File: config.mk
export PLATFORM = sky130hd
export DESIGN_NAME = cffr_feature_report
export DESIGN_NICKNAME = d
export VERILOG_FILES = /design/src/pkg/cffr_pkg.sv /design/src/pkg/cffr_reg_if.sv /design/src/core/cffr_apb_slave.sv /design/src/core/cffr_flag_rom.sv /design/src/core/cffr_feature_report.sv
export SDC_FILE = /design/constraint.sdc
export NUM_CORES = 1
export LEC_CHECK = 0
export BUFFER_PORTS_ARGS = -buffer_cell sky130_fd_sc_hd__clkbuf_2
export CORE_UTILIZATION = 30
export CTS_BUF_LIST = sky130_fd_sc_hd__clkbuf_4 sky130_fd_sc_hd__clkbuf_8 sky130_fd_sc_hd__clkbuf_16
export DETAILED_ROUTE_END_ITERATION = 12
export SLEW_MARGIN = 0
export SYNTH_ARGS = -nofsm -noshare
export SYNTH_HDL_FRONTEND = slang
export SYNTH_SLANG_ARGS = --single-unit
File: constraint.sdc
create_clock -name CLK_SYS_IN -period 3.4 [get_ports CLK_SYS_IN]
set_input_delay 0.34 -clock CLK_SYS_IN [delete_from_list [all_inputs] [get_ports CLK_SYS_IN]]
set_output_delay 0.34 -clock CLK_SYS_IN [all_outputs]
set_load 0.005 [all_outputs]
File: src/pkg/cffr_pkg.sv
`default_nettype none

package cffr_pkg;

  // bus geometry
  localparam int unsigned CFFR_DATA_W = 32;
  localparam int unsigned CFFR_ADDR_W = 8;

  // register byte offsets
  localparam logic [7:0] CFFR_OFS_FUNC_SEL = 8'h00;
  localparam logic [7:0] CFFR_OFS_ISSUE    = 8'h04;
  localparam logic [7:0] CFFR_OFS_FLAGS_D  = 8'h08;
  localparam logic [7:0] CFFR_OFS_FLAGS_C  = 8'h0C;
  localparam logic [7:0] CFFR_OFS_STATUS   = 8'h10;
  localparam logic [7:0] CFFR_OFS_COUNT    = 8'h14;

  // function code that returns the feature words
  localparam logic [31:0] CFFR_FUNC_FEATURES = 32'h00000001;

  // bit positions in feature_flags_d
  localparam int unsigned CFFR_D_PACKED_INT_BIT = 23;
  localparam int unsigned CFFR_D_VEC1_BIT       = 25;
  localparam int unsigned CFFR_D_VEC2_BIT       = 26;

  // bit positions in feature_flags_c
  localparam int unsigned CFFR_C_VEC3_BIT       = 0;
  localparam int unsigned CFFR_C_MON_WAIT_BIT   = 3;
  localparam int unsigned CFFR_C_VEC3_SUPP_BIT  = 9;
  localparam int unsigned CFFR_C_VEC4_1_BIT     = 19;
  localparam int unsigned CFFR_C_VEC4_2_BIT     = 20;

  // status register fields
  localparam int unsigned CFFR_STAT_VALID_BIT     = 0;
  localparam int unsigned CFFR_STAT_SUPPORTED_BIT = 1;
  localparam int unsigned CFFR_STAT_PENDING_BIT   = 2;
  localparam int unsigned CFFR_STAT_SW_SRC_BIT    = 3;

  // reset values
  localparam logic [31:0] CFFR_FUNC_SEL_RST = 32'h00000000;
  localparam logic [31:0] CFFR_FLAGS_RST    = 32'h00000000;
  localparam logic [31:0] CFFR_COUNT_RST    = 32'h00000000;
  localparam logic [31:0] CFFR_RDATA_RST    = 32'h00000000;

  // software issue tracker
  typedef enum logic [0:0] {
    CFFR_SW_IDLE = 1'b0,
    CFFR_SW_PEND = 1'b1
  } cffr_sw_e;

endpackage

`default_nettype wire

File: src/pkg/cffr_reg_if.sv
`timescale 1ns/1ps
`default_nettype none

// register access path between the bus slave and the flag logic
interface cffr_reg_if;
  import cffr_pkg::*;
  logic [CFFR_ADDR_W-1:0] addr;
  logic [CFFR_DATA_W-1:0] wdata;
  logic                   wr_en;
  logic [CFFR_DATA_W-1:0] rdata;
  logic                   addr_ok;

  modport slave_side (output addr, output wdata, output wr_en, input rdata, input addr_ok);
  modport regs_side  (input addr, input wdata, input wr_en, output rdata, output addr_ok);
endinterface

`default_nettype wire

File: src/core/cffr_apb_slave.sv
`timescale 1ns/1ps
`default_nettype none

module cffr_apb_slave
  import cffr_pkg::*;
(
  input  wire logic                   clk_in,
  input  wire logic                   rst_in,
  input  wire logic                   psel_in,
  input  wire logic                   penable_in,
  input  wire logic                   pwrite_in,
  input  wire logic [CFFR_ADDR_W-1:0] paddr_in,
  input  wire logic [CFFR_DATA_W-1:0] pwdata_in,
  output logic      [CFFR_DATA_W-1:0] prdata_out,
  output logic                        pready_out,
  output logic                        pslverr_out,
  cffr_reg_if.slave_side              regs
);

  logic                   pready_q;
  logic                   pslverr_q;
  logic [CFFR_DATA_W-1:0] prdata_q;
  logic                   setup;

  assign setup = psel_in & ~penable_in;

  // address and data go straight to the register file
  assign regs.addr  = paddr_in;
  assign regs.wdata = pwdata_in;
  assign regs.wr_en = psel_in & penable_in & pready_q & pwrite_in & regs.addr_ok;

  // ready rises after the setup cycle, so every access has no wait state
  always_ff @(posedge clk_in or posedge rst_in) begin
    if (rst_in) begin
      pready_q <= 1'b0;
    end else begin
      pready_q <= setup;
    end
  end

  // read data and error are captured with the address of the setup cycle
  always_ff @(posedge clk_in or posedge rst_in) begin
    if (rst_in) begin
      prdata_q  <= CFFR_RDATA_RST;
      pslverr_q <= 1'b0;
    end else if (setup) begin
      prdata_q  <= (!pwrite_in && regs.addr_ok) ? regs.rdata : CFFR_RDATA_RST;
      pslverr_q <= ~regs.addr_ok; // unmapped address
    end else begin
      prdata_q  <= CFFR_RDATA_RST;
      pslverr_q <= 1'b0;
    end
  end

  assign prdata_out  = prdata_q;
  assign pready_out  = pready_q;
  assign pslverr_out = pslverr_q;

endmodule

`default_nettype wire

File: src/core/cffr_flag_rom.sv
`timescale 1ns/1ps
`default_nettype none

module cffr_flag_rom
  import cffr_pkg::*;
#(
  parameter logic [CFFR_DATA_W-1:0] PRESENT_D = 32'h00000000,
  parameter logic [CFFR_DATA_W-1:0] PRESENT_C = 32'h00000000
) (
  input  wire logic [CFFR_DATA_W-1:0] func_in,
  output logic      [CFFR_DATA_W-1:0] flags_d_out,
  output logic      [CFFR_DATA_W-1:0] flags_c_out,
  output logic                        supported_out
);

  // only the feature function returns flags; any other code returns zero words
  assign supported_out = (func_in == CFFR_FUNC_FEATURES);

  // each flag bit is its fixed presence value gated by the function match
  for (genvar i = 0; i < CFFR_DATA_W; i++) begin : g_bit
    assign flags_d_out[i] = supported_out & PRESENT_D[i];
    assign flags_c_out[i] = supported_out & PRESENT_C[i];
  end

endmodule

`default_nettype wire

File: src/core/cffr_feature_report.sv
// Function
// - A query with function code 1 returns the two feature-flag words in feature_flags_d and feature_flags_c.
// - Under function 1, feature_flags_d bit 23 is 1 only if the packed-integer multimedia extension is built in.
// - Under function 1, feature_flags_d bit 25 is 1 exactly when the first streaming vector extension is built in.
// - Under function 1, feature_flags_d bit 26 is 1 exactly when the second streaming vector extension is built in.
// - Under function 1, feature_flags_c bit 0 is 1 exactly when the third streaming vector extension is built in.
// - Under function 1, feature_flags_c bit 3 is 1 exactly when the monitor and monitored wait pair is present.
`timescale 1ns/1ps
`default_nettype none

module cffr_feature_report
  import cffr_pkg::*;
#(
  parameter bit HAS_PACKED_INT = 1'b1,
  parameter bit HAS_VEC1       = 1'b1,
  parameter bit HAS_VEC2       = 1'b1,
  parameter bit HAS_VEC3       = 1'b1,
  parameter bit HAS_MON_WAIT   = 1'b1,
  parameter bit HAS_VEC3_SUPP  = 1'b1,
  parameter bit HAS_VEC4_1     = 1'b1,
  parameter bit HAS_VEC4_2     = 1'b1
) (
  input  wire logic                   CLK_SYS_IN,
  input  wire logic                   SYS_RST_IN,
  input  wire logic                   PSEL_IN,
  input  wire logic                   PENABLE_IN,
  input  wire logic                   PWRITE_IN,
  input  wire logic [CFFR_ADDR_W-1:0] PADDR_IN,
  input  wire logic [CFFR_DATA_W-1:0] PWDATA_IN,
  output logic      [CFFR_DATA_W-1:0] PRDATA_OUT,
  output logic                        PREADY_OUT,
  output logic                        PSLVERR_OUT,
  input  wire logic                   QUERY_VALID_IN,
  input  wire logic [CFFR_DATA_W-1:0] QUERY_FUNC_IN,
  output logic                        ANSWER_VALID_OUT,
  output logic      [CFFR_DATA_W-1:0] FLAGS_D_OUT,
  output logic      [CFFR_DATA_W-1:0] FLAGS_C_OUT
);

  // fixed presence masks built from the build options
  localparam logic [31:0] PRESENT_D =
      ({31'h0, HAS_PACKED_INT} << CFFR_D_PACKED_INT_BIT)
    | ({31'h0, HAS_VEC1}       << CFFR_D_VEC1_BIT)
    | ({31'h0, HAS_VEC2}       << CFFR_D_VEC2_BIT);
  localparam logic [31:0] PRESENT_C =
      ({31'h0, HAS_VEC3}       << CFFR_C_VEC3_BIT)
    | ({31'h0, HAS_MON_WAIT}   << CFFR_C_MON_WAIT_BIT)
    | ({31'h0, HAS_VEC3_SUPP}  << CFFR_C_VEC3_SUPP_BIT)
    | ({31'h0, HAS_VEC4_1}     << CFFR_C_VEC4_1_BIT)
    | ({31'h0, HAS_VEC4_2}     << CFFR_C_VEC4_2_BIT);

  cffr_reg_if regs ();

  logic [CFFR_DATA_W-1:0] func_sel_q;
  logic [CFFR_DATA_W-1:0] flags_d_q;
  logic [CFFR_DATA_W-1:0] flags_c_q;
  logic [CFFR_DATA_W-1:0] count_q;
  logic                   answer_q;
  logic                   valid_q;
  logic                   supported_q;
  logic                   sw_src_q;
  cffr_sw_e               sw_q;
  cffr_sw_e               sw_d;

  logic [CFFR_DATA_W-1:0] rom_func;
  logic [CFFR_DATA_W-1:0] rom_flags_d;
  logic [CFFR_DATA_W-1:0] rom_flags_c;
  logic                   rom_supported;
  logic                   take_pipe;
  logic                   take_sw;
  logic                   take_any;
  logic                   wr_func_sel;
  logic                   wr_issue;
  logic [CFFR_DATA_W-1:0] status;

  // bus slave
  cffr_apb_slave u_apb (
    .clk_in      (CLK_SYS_IN),
    .rst_in      (SYS_RST_IN),
    .psel_in     (PSEL_IN),
    .penable_in  (PENABLE_IN),
    .pwrite_in   (PWRITE_IN),
    .paddr_in    (PADDR_IN),
    .pwdata_in   (PWDATA_IN),
    .prdata_out  (PRDATA_OUT),
    .pready_out  (PREADY_OUT),
    .pslverr_out (PSLVERR_OUT),
    .regs        (regs.slave_side)
  );

  // constant flag words per function
  cffr_flag_rom #(
    .PRESENT_D (PRESENT_D),
    .PRESENT_C (PRESENT_C)
  ) u_rom (
    .func_in       (rom_func),
    .flags_d_out   (rom_flags_d),
    .flags_c_out   (rom_flags_c),
    .supported_out (rom_supported)
  );

  // register write decode
  assign wr_func_sel = regs.wr_en & (regs.addr == CFFR_OFS_FUNC_SEL);
  assign wr_issue    = regs.wr_en & (regs.addr == CFFR_OFS_ISSUE);

  // pipeline queries win; a software query waits for a free cycle
  assign take_pipe = QUERY_VALID_IN;
  assign take_sw   = (sw_q == CFFR_SW_PEND) & ~QUERY_VALID_IN;
  assign take_any  = take_pipe | take_sw;
  assign rom_func  = take_pipe ? QUERY_FUNC_IN : func_sel_q;

  // software function-select register
  always_ff @(posedge CLK_SYS_IN or posedge SYS_RST_IN) begin
    if (SYS_RST_IN) begin
      func_sel_q <= CFFR_FUNC_SEL_RST;
    end else if (wr_func_sel) begin
      func_sel_q <= regs.wdata;
    end
  end

  // software issue tracker; a new issue in the taking cycle is kept
  always_comb begin
    sw_d = sw_q;
    unique case (sw_q)
      CFFR_SW_IDLE: begin
        if (wr_issue) begin
          sw_d = CFFR_SW_PEND;
        end
      end
      CFFR_SW_PEND: begin
        if (take_sw && !wr_issue) begin
          sw_d = CFFR_SW_IDLE;
        end
      end
    endcase
  end

  always_ff @(posedge CLK_SYS_IN or posedge SYS_RST_IN) begin
    if (SYS_RST_IN) begin
      sw_q <= CFFR_SW_IDLE;
    end else begin
      sw_q <= sw_d;
    end
  end

  // result words load on every taken query
  always_ff @(posedge CLK_SYS_IN or posedge SYS_RST_IN) begin
    if (SYS_RST_IN) begin
      flags_d_q   <= CFFR_FLAGS_RST;
      flags_c_q   <= CFFR_FLAGS_RST;
      supported_q <= 1'b0;
      sw_src_q    <= 1'b0;
    end else if (take_any) begin
      flags_d_q   <= rom_flags_d;
      flags_c_q   <= rom_flags_c;
      supported_q <= rom_supported;
      sw_src_q    <= take_sw;
    end
  end

  // answer strobe to the pipeline, one cycle after its query
  always_ff @(posedge CLK_SYS_IN or posedge SYS_RST_IN) begin
    if (SYS_RST_IN) begin
      answer_q <= 1'b0;
    end else begin
      answer_q <= take_pipe;
    end
  end

  // query counter and result-valid flag
  always_ff @(posedge CLK_SYS_IN or posedge SYS_RST_IN) begin
    if (SYS_RST_IN) begin
      count_q <= CFFR_COUNT_RST;
      valid_q <= 1'b0;
    end else if (take_any) begin
      count_q <= count_q + 32'h00000001;
      valid_q <= 1'b1;
    end
  end

  // status word
  always_comb begin
    status                          = 32'h00000000;
    status[CFFR_STAT_VALID_BIT]     = valid_q;
    status[CFFR_STAT_SUPPORTED_BIT] = supported_q;
    status[CFFR_STAT_PENDING_BIT]   = (sw_q == CFFR_SW_PEND);
    status[CFFR_STAT_SW_SRC_BIT]    = sw_src_q;
  end

  // read mux and address map
  always_comb begin
    regs.rdata   = 32'h00000000;
    regs.addr_ok = 1'b1;
    unique case (regs.addr)
      CFFR_OFS_FUNC_SEL: regs.rdata = func_sel_q;
      CFFR_OFS_ISSUE:    regs.rdata = 32'h00000000;
      CFFR_OFS_FLAGS_D:  regs.rdata = flags_d_q;
      CFFR_OFS_FLAGS_C:  regs.rdata = flags_c_q;
      CFFR_OFS_STATUS:   regs.rdata = status;
      CFFR_OFS_COUNT:    regs.rdata = count_q;
      default:           regs.addr_ok = 1'b0;
    endcase
  end

  // outputs come straight from flip-flops
  assign ANSWER_VALID_OUT = answer_q;
  assign FLAGS_D_OUT      = flags_d_q;
  assign FLAGS_C_OUT      = flags_c_q;

endmodule

`default_nettype wire

==> results.toml <==
[global_routing]
grt_start_max_net_pins = 56
first_global_vias = 3583
antenna_found_initial = 0
grt_usage_pct = 14.0
grt_pass1_wl_mm = 18.9
grt-ovfl-total = 0

[worst_setup_path]
path_cells = "clkbuf_2 > or4_1 > nor4_4 > nand2_2 > buf_4 > mux2_4"
start_kind = "input pin"
timing.reg2reg.setup_slack_ns = 1.29
path_max_fanout = 24
reg2reg_depth = 5
slowest_delay_ns = 0.71
crit_cells = 6
cp-end-kind = "register"
critPathLaunch = "PADDR_IN[5]"
critical_path_arrival_ns = 2.41
required_ns = 3.63
crit_end = "func_sel_q[10]$_DFFE_PP0P_"
critPathTopFamily = "simple AND/OR/NAND/NOR gates"
cpMaxStageDelayCell = "or4_1"
reg2reg_from = "count_q[0]$_DFFE_PP0P_"
cp_num_buf_inv = 2
path_class = "input pin to register"
rr_endpoint = "count_q[26]$_DFFE_PP0P_"

[timing]
relSlewSlack_pct = 34.1
rsz0062_at_grt = "no"
post-route-min-period_ns = 2.18
worstMarginPinSlew_ns = 0.980
maxSlewViolCount = 0
worst_clock_skew_ns = 0.00844
tns_ns = 0
max_freq_mhz = 459
setup_viol = 0
finalCritPeriodShare_pct = 64.1
fin_ws_ns = 1.22
hold_viol = 0

[route]
ant_nets = 0
drt_pass1_iterations = 4
vias = 3536
vias_per_cell = 4.56
wl_mm = 12.0
wl_per_cell_um = 15.4
drc = 0
first_iter_violations = 169

[yosys]
synth-seq-area-share_pct = 51.1
async_flop_share_pct = 100
ys.warnings.count = 0
synthCells = 439
ys_ff_latch = 103
synth-edff-count = 0
syn_area_um2 = 5050
avgSynthCellArea_um2 = 11.5
synthFlopType = "dfrtp_1"
ys_types = 45

[pwr]
p_leak_nw = 2.94
ir_worst_vdd_mv = 0.254
p_seq_share_pct = 49.6
comb_power_share_pct = 7.5
p_sw_share_pct = 23.0
powerDensity_nw_per_um2 = 450
power_w = 0.00268
intPower_w = 0.00207
p_switching_w = 0.000619
clkPwrFrac_pct = 42.9

[place]
dp_hpwl_mm = 8.78
place.gp.congestion = 0.778
placed_cells = 760
post_dp_cell_area_um2 = 5630
io_buffer_count = 120
preCtsSetupSlack_ns = 0.864

[cells_and_area]
fill_cells = 1665
fin_area_um2 = 5970
antenna_cells = 0
nNetsFinal = 630
area_growth_pct = 18.2
drive_gt1_share_pct = 33.3
final_cells = 776

[clock_tree]
ctsHoldBuffers = 0
clkTransAtPathRegs_ns = 0.06
clock_sinks = 103
clk_latency_ns = 0.35
cts_root_buf = "clkbuf_16"
cts_htree_levels = 3
cts_tree = "yes"
clk_path_buf_depth = 2
cts_setup_buffers = 0
cts_resized = 0
cts_buffers = 9

[floorplan]
start_util_pct = 30.5
core_area_um2 = 16500
die_area_um2 = 17300
rows = 47
boundaryPins = 177
fp.dieW_um = 132
die_h_um = 132

[job]
maxCapViolCount = 0

[run_status]
status = "finished, final reports clean"

[hold_path]
min_path_type = "input pin to asynchronous set/reset pin"
==> power groups by stage <==
| stage | Combinational [W] | Clock [W] | Sequential, W |
|---|---|---|---|
| finish | 0.000201 | 0.00115 | 0.00133 |
| global placement | 0.000194 | 0 | 0.00135 |
| detailed placement | 0.000202 | 0 | 0.00135 |
| CTS | 0.000203 | 0.00117 | 0.00133 |
| global route | 0.000228 | 0.00121 | 0.00134 |
| floorplan | 0.000167 | 0 | 0.00133 |
==> cell usage after synthesis, types with 3 or more instances <==
library cell  number  area share, %
nor4_1            10            1.2
clkbuf_1           6           0.45
buf_2              6           0.59
mux2_2             5            1.1
xnor2_1           25            4.3
a221oi_1           3           0.52
or3_1              3           0.37
and3_1             3           0.37
dfrtp_1          103             51
nor2_1            45            3.3
nor4b_1            4           0.69
inv_1              7           0.52
buf_4             64            9.5
buf_6              3           0.67
nand4_1           19            2.4
a22oi_1           25            3.7
a31oi_1            3           0.37
nor3_1             9           0.89
o21ai_0            4           0.40
mux2_4            30            8.9
nand3_1           12            1.2
and4_1             3           0.52
nand2_1           14            1.0
xor2_1             6            1.0
==> per-stage QoR <==
stage	util [%]	hold slack [ns]
after floorplan	-	0.371
after global placement	34.0	0.462
after detailed placement	34.0	0.475
after CTS	36.1	0.123
after global routing	36.1	0.163
final	36.1	0.0821
==> placed cells by master, fill, tap and decap left out, types with 5 or more instances in the layout <==
master,Yosys,final
dfrtp_1,103,103
xor2_1,6,6
conb_1,1,56
nor2_1,45,45
mux2_2,5,5
nor3_1,9,9
a22oi_1,25,25
buf_4,64,5
clkbuf_16,0,9
nor4_1,10,10
nand4_1,19,19
clkbuf_2,0,120
nand2_1,14,14
mux2_4,30,30
inv_1,7,6
nand3_1,12,12
xnor2_1,25,25
==> logic make-up after synthesis <==
family / after synthesis / share of synthesized area (%)
and+or+nand+nor: 137 / 14.8
DFF: 103 / 51.1
buffers and inverters: 87 / 11.8
AOI/OAI and AO/OA: 42 / 6.15
muxes: 37 / 10.4
xor gates and xnor gates: 31 / 5.38
adders and majority gates: 1 / 0.248
other: 1 / 0.0743
==> worst min path at each step <==
| stage | start | endpoint | slack (ns) | depth (start not counted) |
|---|---|---|---|---|
| after floorplan | QUERY_VALID_IN | ANSWER_VALID_OUT$_DFF_PP0_ | 0.37 | 0 |
| after global placement | valid_q$_DFFE_PP0P_ | valid_q$_DFFE_PP0P_ | 0.46 | 1 |
| after detailed placement | count_q[31]$_DFFE_PP0P_ | count_q[31]$_DFFE_PP0P_ | 0.48 | 1 |
| after CTS | SYS_RST_IN | u_apb.prdata_out[16]$_DFF_PP0_ | 0.12 | 2 |
| after global routing | SYS_RST_IN | u_apb.prdata_out[18]$_DFF_PP0_ | 0.16 | 2 |
| final | SYS_RST_IN | u_apb.prdata_out[16]$_DFF_PP0_ | 0.08 | 2 |
==> flip-flops by register name (all words and copies together), names as in the netlist <==
signal and flops:
sw_src_q 1, func_sel_q 32, sw_q 1, supported_q 1
u_apb.prdata_out 32, u_apb.pslverr_out 1, u_apb.pready_out 1, ANSWER_VALID_OUT 1
valid_q 1, count_q 32
==> cell type report <==
type	count	area (um2)	area share, %
flip-flops and latches	103	2580	43.2
multi-input cells	304	2090	34.9
repair buffers	126	658	11.0
well taps	220	275	4.61
clock buffers	12	267	4.47
clock inverters	4	76.3	1.28
inverters	7	28.8	0.482
==> layer usage <==
metal	part of all wire [%]	global-route usage, %
met4	1.3	4.97
met3	6.4	3.32
met1	44	18.1
met5	0	0
met2	48	23.0
No activity file was read; power rests on OpenSTA's default activity.
